--- src/lcdsd_pkg.sv ---
// Constants, field positions and carrier types for the segment LCD control block.
// Assumes a 32-bit AHB-Lite bus and 8-bit registers placed at word index times four.
package lcdsd_pkg;
   // Register word indices; byte address is index * 4
   localparam logic [29:0] PIN_FUNC_IDX = 30'h0000ffc0;
   localparam logic [29:0] POWER_SHOW_DISPLAY_RAM_IDX = 30'h0000ffc1;
   localparam logic [29:0] WAVEFORM_IDX = 30'h0000ffc2;

   // Reset values
   localparam logic [7:0] PIN_FUNC_RST = 8'h00;
   localparam logic [7:0] POWER_SHOW_DISPLAY_RAM_RST = 8'h80;
   localparam logic [7:0] WAVEFORM_RST = 8'h60;

   // Pin function control fields
   localparam int DUTY_SEL_HI_BIT = 7;
   localparam int DUTY_SEL_LO_BIT = 6;
   localparam int COMMON_MIRROR_BIT = 5;
   localparam int SEGMENT_EXTENSION_BIT = 4;
   localparam int SEGMENT_SELECT_3_BIT = 3;

   // Power and display control fields
   localparam int DRIVE_POWER_ON_BIT = 6;
   localparam int CONTROLLER_ACTIVATE_BIT = 5;
   localparam int SHOW_DISPLAY_RAM_BIT = 4;
   localparam int FRAME_CLOCK_SELECT_3_BIT = 3;

   // Waveform control field
   localparam int WAVEFORM_TYPE_B_BIT = 7;

   // Segment driver masks, pin n is bit n-1
   localparam logic [31:0] SEG_MASK_NONE = 32'h00000000;
   localparam logic [31:0] SEG_MASK_TOP8 = 32'hff000000;
   localparam logic [31:0] SEG_MASK_TOP16 = 32'hffff0000;
   localparam logic [31:0] SEG_MASK_TOP24 = 32'hffffff00;
   localparam logic [31:0] SEG_MASK_ALL = 32'hffffffff;

   typedef enum logic [1:0] {
      DUTY_STATIC = 2'b00,
      DUTY_HALF = 2'b01,
      DUTY_THIRD = 2'b10,
      DUTY_QUARTER = 2'b11
   } lcdsd_duty_t;

   // Drive pattern handed to the analog pin stage
   typedef struct packed {
      logic [3:0] com_on;
      logic com_invert;
      logic [31:0] seg_on;
      logic [31:0] seg_is_driver;
   } lcdsd_drive_t;
endpackage

--- src/lcdsd_ctrl.sv ---
// Segment LCD controller: AHB-Lite register file, frame clock selection, common
// sequencing and segment pin assignment. Assumes lcd_ram_i is stable display RAM
// (row per common, 32 bits each) and sub_clk_i is an asynchronous slow clock.
//
// How it works
// Duty field bits 7:6 pick static, half, third or quarter duty.
// Duty code 00 runs a single common phase.
// Mirror bit set copies a used common's waveform onto unused commons.
// Mirror bit clear leaves unused commons idle.
// Extension clear, select bits 3:1 zero: all segment pins are ports.
// Select 001x: pins 32..25 drive, rest ports.
// Select 010x: pins 32..17 drive, rest ports.
// Select 011x: pins 32..9 drive, rest ports.
// Select bit 3 set: all thirty-two pins drive.
// Drive power bit 6 turns the LCD supply on or off.
// Software may clear drive power when display unused or supply external.
// Activate clear or standby forces the supply off.
// Activate bit 5 clear halts the controller, set lets it run.
// Halting keeps every control register value.
// Four-bit frame clock select picks the frame clock source.
// Waveform bit selects A or B drive waveform.
// Top bit 0 picks sub-clock /1,/2,/4; top bit 1 picks system /2../256.
// Waveform bit 7 of the waveform register: 0 A, 1 B.
// Display bit 4 shows RAM when 1, blank when 0.
// Non-driver segment pins carry no LCD waveform.
// Control registers read back the last written values.
`timescale 1ns/100ps
module lcdsd_ctrl (
   // Clock, reset, enable
   input wire logic clk_i,
   input wire logic rstn_i,
   input wire logic ce_i,
   // AHB-Lite slave
   input wire logic hsel_i,
   input wire logic [31:0] haddr_i,
   input wire logic [1:0] htrans_i,
   input wire logic hwrite_i,
   input wire logic [2:0] hsize_i,
   input wire logic [31:0] hwdata_i,
   input wire logic hready_i,
   output logic [31:0] hrdata_o,
   output logic hreadyout_o,
   output logic hresp_o,
   // Chip side
   input wire logic standby_i,
   input wire logic sub_clk_i,
   input wire logic [127:0] lcd_ram_i,
   // Panel side
   output lcdsd_pkg::lcdsd_drive_t drive_o,
   output logic drive_power_o
);
   import lcdsd_pkg::*;

   // Bus and register state
   logic [7:0] pin_func_reg, pin_func_next;
   logic [7:0] power_show_display_ram_reg, power_show_display_ram_next;
   logic [7:0] waveform_reg, waveform_next;
   logic wr_pend_reg, wr_pend_next;
   logic [29:0] wr_idx_reg, wr_idx_next;
   logic [31:0] hrdata_reg, hrdata_next;
   logic addr_phase;
   logic [29:0] rd_idx;
   logic [7:0] rd_val;

   assign addr_phase = hsel_i & htrans_i[1] & hready_i;
   assign rd_idx = haddr_i[31:2];

   always_comb begin
      pin_func_next = pin_func_reg;
      power_show_display_ram_next = power_show_display_ram_reg;
      waveform_next = waveform_reg;
      wr_pend_next = addr_phase & hwrite_i;
      wr_idx_next = addr_phase ? rd_idx : wr_idx_reg;
      hrdata_next = hrdata_reg;
      rd_val = 8'h00;
      // Data phase write lands here; only hwdata[7:0] is stored
      if (wr_pend_reg) begin
         case (wr_idx_reg)
            PIN_FUNC_IDX: pin_func_next = hwdata_i[7:0];
            POWER_SHOW_DISPLAY_RAM_IDX: power_show_display_ram_next = hwdata_i[7:0];
            WAVEFORM_IDX: waveform_next = hwdata_i[7:0];
            default: ;
         endcase
      end
      // Read forwards a write finishing in the same cycle
      case (rd_idx)
         PIN_FUNC_IDX: rd_val = pin_func_next;
         POWER_SHOW_DISPLAY_RAM_IDX: rd_val = power_show_display_ram_next;
         WAVEFORM_IDX: rd_val = waveform_next;
         default: rd_val = 8'h00;
      endcase
      if (addr_phase && !hwrite_i) begin
         hrdata_next = {24'h000000, rd_val};
      end
   end

   always_ff @(posedge clk_i or negedge rstn_i) begin
      if (!rstn_i) begin
         pin_func_reg <= PIN_FUNC_RST;
         power_show_display_ram_reg <= POWER_SHOW_DISPLAY_RAM_RST;
         waveform_reg <= WAVEFORM_RST;
         wr_pend_reg <= 1'b0;
         wr_idx_reg <= 30'h00000000;
         hrdata_reg <= 32'h00000000;
      end else if (ce_i) begin
         pin_func_reg <= pin_func_next;
         power_show_display_ram_reg <= power_show_display_ram_next;
         waveform_reg <= waveform_next;
         wr_pend_reg <= wr_pend_next;
         wr_idx_reg <= wr_idx_next;
         hrdata_reg <= hrdata_next;
      end
   end

   // Zero-wait slave, always OKAY
   logic hreadyout_reg;
   always_ff @(posedge clk_i or negedge rstn_i) begin
      if (!rstn_i) begin
         hreadyout_reg <= 1'b0;
      end else begin
         hreadyout_reg <= 1'b1;
      end
   end
   assign hreadyout_o = hreadyout_reg;
   assign hresp_o = 1'b0;
   assign hrdata_o = hrdata_reg;

   // Field decode
   lcdsd_duty_t duty;
   logic mirror, seg_ext, act, drive_power_on, show, wave_b;
   logic [3:0] seg_sel, cks;
   assign duty = lcdsd_duty_t'(pin_func_reg[DUTY_SEL_HI_BIT:DUTY_SEL_LO_BIT]);
   assign mirror = pin_func_reg[COMMON_MIRROR_BIT];
   assign seg_ext = pin_func_reg[SEGMENT_EXTENSION_BIT];
   assign seg_sel = pin_func_reg[SEGMENT_SELECT_3_BIT:0];
   assign drive_power_on = power_show_display_ram_reg[DRIVE_POWER_ON_BIT];
   assign act = power_show_display_ram_reg[CONTROLLER_ACTIVATE_BIT];
   assign show = power_show_display_ram_reg[SHOW_DISPLAY_RAM_BIT];
   assign cks = power_show_display_ram_reg[FRAME_CLOCK_SELECT_3_BIT:0];
   assign wave_b = waveform_reg[WAVEFORM_TYPE_B_BIT];

   // Sub-clock synchroniser; level accepted only when stages two and three agree
   logic sub_s1_reg, sub_s2_reg, sub_s3_reg, sub_lvl_reg, sub_lvl_next;
   logic sub_rise;
   always_comb begin
      sub_lvl_next = (sub_s2_reg == sub_s3_reg) ? sub_s3_reg : sub_lvl_reg;
   end
   assign sub_rise = sub_s2_reg & sub_s3_reg & ~sub_lvl_reg;
   always_ff @(posedge clk_i or negedge rstn_i) begin
      if (!rstn_i) begin
         sub_s1_reg <= 1'b0;
         sub_s2_reg <= 1'b0;
         sub_s3_reg <= 1'b0;
         sub_lvl_reg <= 1'b0;
      end else if (ce_i) begin
         sub_s1_reg <= sub_clk_i;
         sub_s2_reg <= sub_s1_reg;
         sub_s3_reg <= sub_s2_reg;
         sub_lvl_reg <= sub_lvl_next;
      end
   end

   // Frame timing; counters park at zero while halted
   logic [7:0] pre_reg, pre_next;
   logic [1:0] sub_cnt_reg, sub_cnt_next;
   logic [1:0] slot_reg, slot_next;
   logic half_reg, half_next, frame_reg, frame_next;
   logic frame_tick;
   logic [1:0] last_slot;
   logic [7:0] div_mask;

   always_comb begin
      div_mask = 8'h00;
      frame_tick = 1'b0;
      // System clock /2^(n+1) ticks when the low n+1 prescaler bits are all ones
      div_mask = 8'hff >> (3'h7 - cks[2:0]);
      if (cks[FRAME_CLOCK_SELECT_3_BIT]) begin
         frame_tick = ((pre_reg & div_mask) == div_mask);
      end else begin
         case (cks[1:0])
            2'b00: frame_tick = sub_rise;
            2'b01: frame_tick = sub_rise & sub_cnt_reg[0];
            default: frame_tick = sub_rise & (&sub_cnt_reg);
         endcase
      end
   end

   assign last_slot = duty;

   always_comb begin
      pre_next = 8'(pre_reg + 8'h01);
      sub_cnt_next = sub_rise ? 2'(sub_cnt_reg + 2'b01) : sub_cnt_reg;
      slot_next = slot_reg;
      half_next = half_reg;
      frame_next = frame_reg;
      if (!act) begin
         pre_next = 8'h00;
         sub_cnt_next = 2'b00;
         slot_next = 2'b00;
         half_next = 1'b0;
         frame_next = 1'b0;
      end else if (frame_tick) begin
         half_next = ~half_reg;
         if (half_reg) begin
            if (slot_reg >= last_slot) begin
               slot_next = 2'b00;
               frame_next = ~frame_reg;
            end else begin
               slot_next = 2'(slot_reg + 2'b01);
            end
         end
      end
   end

   always_ff @(posedge clk_i or negedge rstn_i) begin
      if (!rstn_i) begin
         pre_reg <= 8'h00;
         sub_cnt_reg <= 2'b00;
         slot_reg <= 2'b00;
         half_reg <= 1'b0;
         frame_reg <= 1'b0;
      end else if (ce_i) begin
         pre_reg <= pre_next;
         sub_cnt_reg <= sub_cnt_next;
         slot_reg <= slot_next;
         half_reg <= half_next;
         frame_reg <= frame_next;
      end
   end

   // Pin pattern
   lcdsd_drive_t drive_reg, drive_next;
   logic drive_power_reg, drive_power_next;
   logic [31:0] seg_mask;
   logic [3:0] com_used;
   logic [1:0] cur_slot;

   // A slot left beyond a shortened duty reads as slot zero until it wraps
   assign cur_slot = (slot_reg > last_slot) ? 2'b00 : slot_reg;

   always_comb begin
      seg_mask = SEG_MASK_NONE;
      if (!seg_ext) begin
         if (seg_sel[3]) begin
            seg_mask = SEG_MASK_ALL;
         end else begin
            case (seg_sel[2:1])
               2'b01: seg_mask = SEG_MASK_TOP8;
               2'b10: seg_mask = SEG_MASK_TOP16;
               2'b11: seg_mask = SEG_MASK_TOP24;
               default: seg_mask = SEG_MASK_NONE;
            endcase
         end
      end
   end

   always_comb begin
      com_used = 4'b0001 << cur_slot;
      drive_next = '0;
      drive_next.seg_is_driver = seg_mask;
      drive_next.com_on = com_used;
      // Unused commons echo the common sharing their slot modulo duty
      case (duty)
         DUTY_STATIC: drive_next.com_on = mirror ? {4{com_used[0]}} : {3'b000, com_used[0]};
         DUTY_HALF: drive_next.com_on = mirror ? {2{com_used[1:0]}} : {2'b00, com_used[1:0]};
         DUTY_THIRD: drive_next.com_on = {mirror & com_used[0], com_used[2:0]};
         default: drive_next.com_on = com_used;
      endcase
      // A inverts every half slot, B once per frame
      drive_next.com_invert = wave_b ? frame_reg : half_reg;
      if (show) begin
         drive_next.seg_on = lcd_ram_i[32 * cur_slot +: 32] & seg_mask;
      end
      if (!act) begin
         drive_next.com_on = 4'h0;
         drive_next.com_invert = 1'b0;
         drive_next.seg_on = 32'h00000000;
      end
      drive_power_next = drive_power_on & act & ~standby_i;
   end

   always_ff @(posedge clk_i or negedge rstn_i) begin
      if (!rstn_i) begin
         drive_reg <= '0;
         drive_power_reg <= 1'b0;
      end else if (ce_i) begin
         drive_reg <= drive_next;
         drive_power_reg <= drive_power_next;
      end
   end
   assign drive_o = drive_reg;
   assign drive_power_o = drive_power_reg;
endmodule

--- config.mk ---
export PLATFORM = sky130hd
export DESIGN_NAME = lcdsd_ctrl
export DESIGN_NICKNAME = d
export VERILOG_FILES = /design/src/lcdsd_pkg.sv /design/src/lcdsd_ctrl.sv
export SDC_FILE = /design/constraint.sdc
export NUM_CORES = 1
export LEC_CHECK = 0
export ABC_AREA = 1
export BUFFER_PORTS_ARGS = -buffer_cell sky130_fd_sc_hd__buf_2
export CAP_MARGIN = 20
export CORE_UTILIZATION = 25
export CTS_BUF_LIST = sky130_fd_sc_hd__clkbuf_8
export CTS_CLUSTER_DIAMETER = 150
export DETAILED_ROUTE_END_ITERATION = 8
export GPL_ROUTABILITY_DRIVEN = 0
export PLACE_DENSITY_LB_ADDON = 0.25
export SYNTH_ARGS = -nofsm -noshare
export SYNTH_HDL_FRONTEND = slang
export SYNTH_SLANG_ARGS = --single-unit
--- constraint.sdc ---
create_clock -name clk_i -period 3 [get_ports clk_i]
set_clock_uncertainty 0.05 [all_clocks]
set_input_delay 0.15 -clock clk_i [delete_from_list [all_inputs] [get_ports clk_i]]
set_output_delay 0.15 -clock clk_i [all_outputs]
set_load 0.005 [all_outputs]
After elaboration in Yosys (flattened, before gate mapping) --
Cells that the tools add are included.
Cells by class: add/sub/neg operators 4, $lt $le $gt $ge 2, equality and inequality tests 18, shifts and indexed selects 3, multiplexer cells 32, bitwise operators 16, reductions and logical operators 12
Operators by type and width (count):
- 30-bit by 16-bit == test with 1-bit output, second input constant | 6
- 128-bit by 8-bit indexed part select with 32-bit output | 1
- 32-bit two-way mux | 3
- 32-bit one-hot mux with 3 select lines | 1
- 8-bit two-way mux | 7
- 37-bit two-way mux | 1
- 32-bit bitwise AND | 1
- 8-bit one-hot mux with 3 select lines | 1
- 2-bit two-way mux | 7
- 4-bit one-hot mux with 3 select lines | 1
- 2-bit AND reduction | 6
- 1-bit bitwise AND | 10
- 8-bit by 1-bit adder with 8-bit output, second input constant | 1
- 8-bit bitwise AND | 1
- 8-bit == test | 1
- 1-bit two-way mux | 8
- 4-bit two-way mux | 2
- 2-bit by 1-bit != test with 1-bit output, second input constant | 4
- 8-bit by 3-bit right shift with 8-bit output, first input constant | 1
- 2-bit by 1-bit == test with 1-bit output, second input constant | 3
- 2-bit == test, second input constant | 3
- 2-bit by 1-bit adder with 2-bit output, second input constant | 2
- 2-bit logical NOT | 2
- 1-bit NOT | 4
- other kinds (10) | 10
Word-level totals: register bits after elaboration 152, output and inout bits 104, word-level logic and storage cells 108

Longest topological paths before layout --
depth after elaboration 7, gate-level depth with buffers 15, depth with buffers taken out 14

Worst setup path after synthesis --
OpenSTA, ideal clock, no wires.
kind register to register, from register slot_reg[0], to register drive_reg (netlist bit drive_o[51]), library setup time 0.117 ns, data arrival time 1.591 ns, data required time 2.833 ns, setup slack 1.243 ns, cell stages (with the launch flop) 13, buffers on the path 2, clock period less this slack 1.757 ns, cell sequence dfrtp_1 > buf_2 > inv_1 > ha_1 > nand2_1 > nand2_1 > nand2_2 > nor2_4 > buf_2 > a22oi_1 > nand2_1 > nand2_1 > nand2_1
Between the ends: word-level cells in the longest chain between the ends 6
Ends and longest elaborated chain:
- start: declaration | RTL line lcdsd_ctrl.sv:166 | logic [1:0] slot_reg, slot_next;
- start signal: assignment | RTL line lcdsd_ctrl.sv:225 | slot_reg <= slot_next;
- 2-bit greater-than comparator | RTL line lcdsd_ctrl.sv:239 | assign cur_slot = (slot_reg > last_slot) ? 2'b00 : slot_reg;
- 2-bit two-way mux (*) | RTL line lcdsd_ctrl.sv:239
- 128-bit by 8-bit indexed part select with 32-bit output (*) | RTL line lcdsd_ctrl.sv:272 | drive_next.seg_on = lcd_ram_i[32 * cur_slot +: 32] & seg_mask;
- 32-bit bitwise AND (*) | RTL line lcdsd_ctrl.sv:272
- 32-bit two-way mux (*) | RTL line lcdsd_ctrl.sv:271 | if (show) begin
- 37-bit two-way mux (*) | RTL line lcdsd_ctrl.sv:274 | if (!act) begin
- end signal: assignment | RTL line lcdsd_ctrl.sv:287 | drive_reg <= drive_next;
- end: declaration | RTL line lcdsd_ctrl.sv:232 | lcdsd_drive_t drive_reg, drive_next;
Every way passes the cells marked *; elsewhere a longest branch is shown, timed or not. A chain may end at the register's enable or synchronous reset.

Worst setup path after layout --
from register pin_func_reg[7], to register drive_reg (netlist bit drive_o[47])
Between the ends: word-level cells in the longest chain between the ends 6
Ends and longest elaborated chain:
- start: declaration | RTL line lcdsd_ctrl.sv:55 | logic [7:0] pin_func_reg, pin_func_next;
- start signal: assignment | RTL line lcdsd_ctrl.sv:106 | pin_func_reg <= pin_func_next;
- 2-bit greater-than comparator | RTL line lcdsd_ctrl.sv:239
- 2-bit two-way mux | RTL line lcdsd_ctrl.sv:239
- 128-bit by 8-bit indexed part select with 32-bit output | RTL line lcdsd_ctrl.sv:272
- 32-bit bitwise AND | RTL line lcdsd_ctrl.sv:272
- 32-bit two-way mux | RTL line lcdsd_ctrl.sv:271
- 37-bit two-way mux | RTL line lcdsd_ctrl.sv:274
Every way passes these cells.

==> out/results.tsv <==
metric	value	unit
die width	170.1	um
final hold vios	0	
Setup WS post-layout	233.9	ps
Filler Cell Count	2947	
first-pass GRT wire length	36.80	mm
post-place setup slack	666.6	ps
cells after synthesis	944	
post-synthesis simple-gate area fraction	34.74	%
Antenna Nets Post-Route	0	
static leakage	5.234	nW
Clock H-tree levels	4	
Synth Area per Inst	7.481	um2
Distinct cells, synth	39	
drt drc	0	
class of the worst hold path	in -> reg	
Arrival @ worst endpoint	3100	ps
initial core utilization	25.42	%
most common cell after layout, fill and taps aside	nand2_1	
post-route clock period utilization	92.20	%
vias	7453	
core area	27780	um2
Crit Path Class	reg -> reg	
flip-flop count of the largest register after layout	41	
CP Launch Type	flip-flop	
wire length per cell	14.25	um
Detailed Route Iter0 Violations	422	
die area	28920	um2
number of synthesized flops with an enable pin	0	
Largest delay share family, worst path	buffers and inverters	
Boundary Pins	309	
critical path data required time	3340	ps
Compound-Gate Fraction of Synth Area	8.611	%
VDD IR max	0.2370	mV
CTS tree	yes	
FMAX	361.5	MHz
crit-path most repeated cell	nand2_1	
die span in y	170.1	um
vias in the first global route	7083	
initial antenna violation count	7	
cts repair resizes	0	
final setup violation count	0	
synth warn	0	
grt ovf	0	
Slew headroom	46.21	%
PortBufs	253	
measured slew at the worst slew-check pin	803.9	ps
overall global routing resource usage	16.45	%
power per standard cell area	451.5	nW/um2
CTS buffer count	17	
Area after DPL	8456	um2
Rows	61	
critical path peak fanout	29	
Final Util	36.31	%
max incr delay on CP	560	ps
Clock Tree Buf Depth	2	
post-route cell area	10090	um2
RSZ-0062 raised after global routing	no	
sequential area share after synthesis	43.99	%
Synth Area in Adders	0.8859	%
ys flop type	dfrtp_1	
drt pass-1 iters	4	
Synth Area in XOR/XNOR	0.1240	%
share of layout cells above drive strength 1	25.04	%
Post-Route WL	23.98	mm
Slew Viols, Final	0	
largest net degree at the start of global routing	77	
Worst Setup End Kind	flip-flop	
setup slack, reg-to-reg	230	ps
HPWL Detailed	16.94	mm
root buf cell	clkbuf_8	
critical path, cell by cell	inv_1, ha_1, nand2_1, nand2_1, nand2_1, nand2_1, nor2_2, buf_12, a22oi_1, dlygate4sd3_1, nand2_1, nand2_1, nand2_1	
post-layout min period	2766	ps
synthesized flop and latch total	124	
MaxCap Viol Count	0	
most frequent cells in the layout	nand2_1, buf_2, dfrtp_1	
final setup TNS	0	ps
drt via density	4.428	
CTS Sinks	124	
clock transition at the registers of the reported paths	90	ps
WP buf/inv	3	
Clock Latency Late Sink	450	ps
async set-reset flop share out of synthesis	100.0	%
largest family of logic cells by synthesized area	simple AND/OR/NAND/NOR gates	
post-synthesis cell area	7062	um2
CP max-delay cell	dlygate4sd3_1	
status	completed	
post-synthesis mux area share	0	%
Layout area overhead	42.84	%
Total Nets Final	1495	
cell families after synthesis:
logic type,after synthesis
simple gates,561
buf+inv,152
flops,124
compound gates,99
fa+ha+maj,5
other cells,2
xor+xnor,1
through the flow:
step           power (mW)  hold slack [ps]  cells
3_3_place_gp        2.873            195.5   1523
5_1_grt             4.864            16.26   1682
4_1_cts             4.626            2.966   1673
3_5_place_dp        2.889            200.6   1523
2_1_floorplan       2.597           -195.6    968
6_report            4.554            18.60   1683
Yosys cell counts (all sizes together) (2+ instances only):
| cell type | number | share of area (%) |
|---|---|---|
| nand4 | 29 | 2.8 |
| clkbuf | 14 | 0.76 |
| nand3 | 94 | 7.2 |
| dfstp | 3 | 1.1 |
| a21oi | 7 | 0.50 |
| nand2 | 372 | 20 |
| o21a | 3 | 0.32 |
| ha | 5 | 0.89 |
| a22oi | 32 | 3.4 |
| nor3b | 3 | 0.32 |
| o21ai | 51 | 3.7 |
| dfrtp | 121 | 43 |
| a22o | 2 | 0.25 |
| buf | 72 | 7.3 |
| nor3 | 4 | 0.28 |
| conb | 2 | 0.11 |
| nor2 | 58 | 4.3 |
| inv | 65 | 3.5 |
worst reg2reg max path: cells and delay by family (launching register included):
kind / cells / cell delay (ps)
buf+inv: 3 / 980
simple gates: 8 / 880
flops: 1 / 400
fa+ha+maj: 1 / 290
compound gates: 1 / 120
per-layer routing:
layer,up-vias,global-route usage [%],wire length (um)
met3,37,3.419,1417
li1,3683,-,-
met4,0,6.150,654
met2,298,28.71,11640
met5,-,0,0
met1,3435,19.79,10270
timing repair:
item	CTS	global route
endpoints found under the setup margin	0	13
buffers inserted	0	3
hold endpoints to repair	137	0
hold buffers	118	0
report_power, final:
group,switching (mW),internal [mW],leakage (nW)
clock network,0.793,0.768,0.202
logic,0.530,0.474,3.39
registers,0.133,1.86,1.65
cell type report:
cell class                 instances  area, um2  area share, %
clock inverter                    15      176.4          1.749
tap                              378      473.0          4.689
multi-input combinational        692       3231          32.03
clock buffer                      17      234.0          2.320
timing repair buffer             384       2601          25.79
sequential                       124       3107          30.80
inverter                          66      247.7          2.456
antenna                            7      17.52         0.1737
final timing paths:
path	startpoint	end	cells after the start
max	pin_func_reg[7]$_DFFE_PN0P_	drive_o[47]$_DFFE_PN0P_	13
min	lcd_ram_i[102]	drive_o[38]$_DFFE_PN0P_	5
max reg2reg	pin_func_reg[7]$_DFFE_PN0P_	drive_o[47]$_DFFE_PN0P_	13
min reg2reg	sub_s1_reg$_DFFE_PN0P_	sub_s1_reg$_DFFE_PN0P_	2
max in group asynchronous	rstn_i	power_show_display_ram_reg[7]$_DFFE_PN1P_	3
min in group asynchronous	rstn_i	hrdata_o[5]$_DFFE_PN0P_	2
Power figures use the tool's default switching activity.
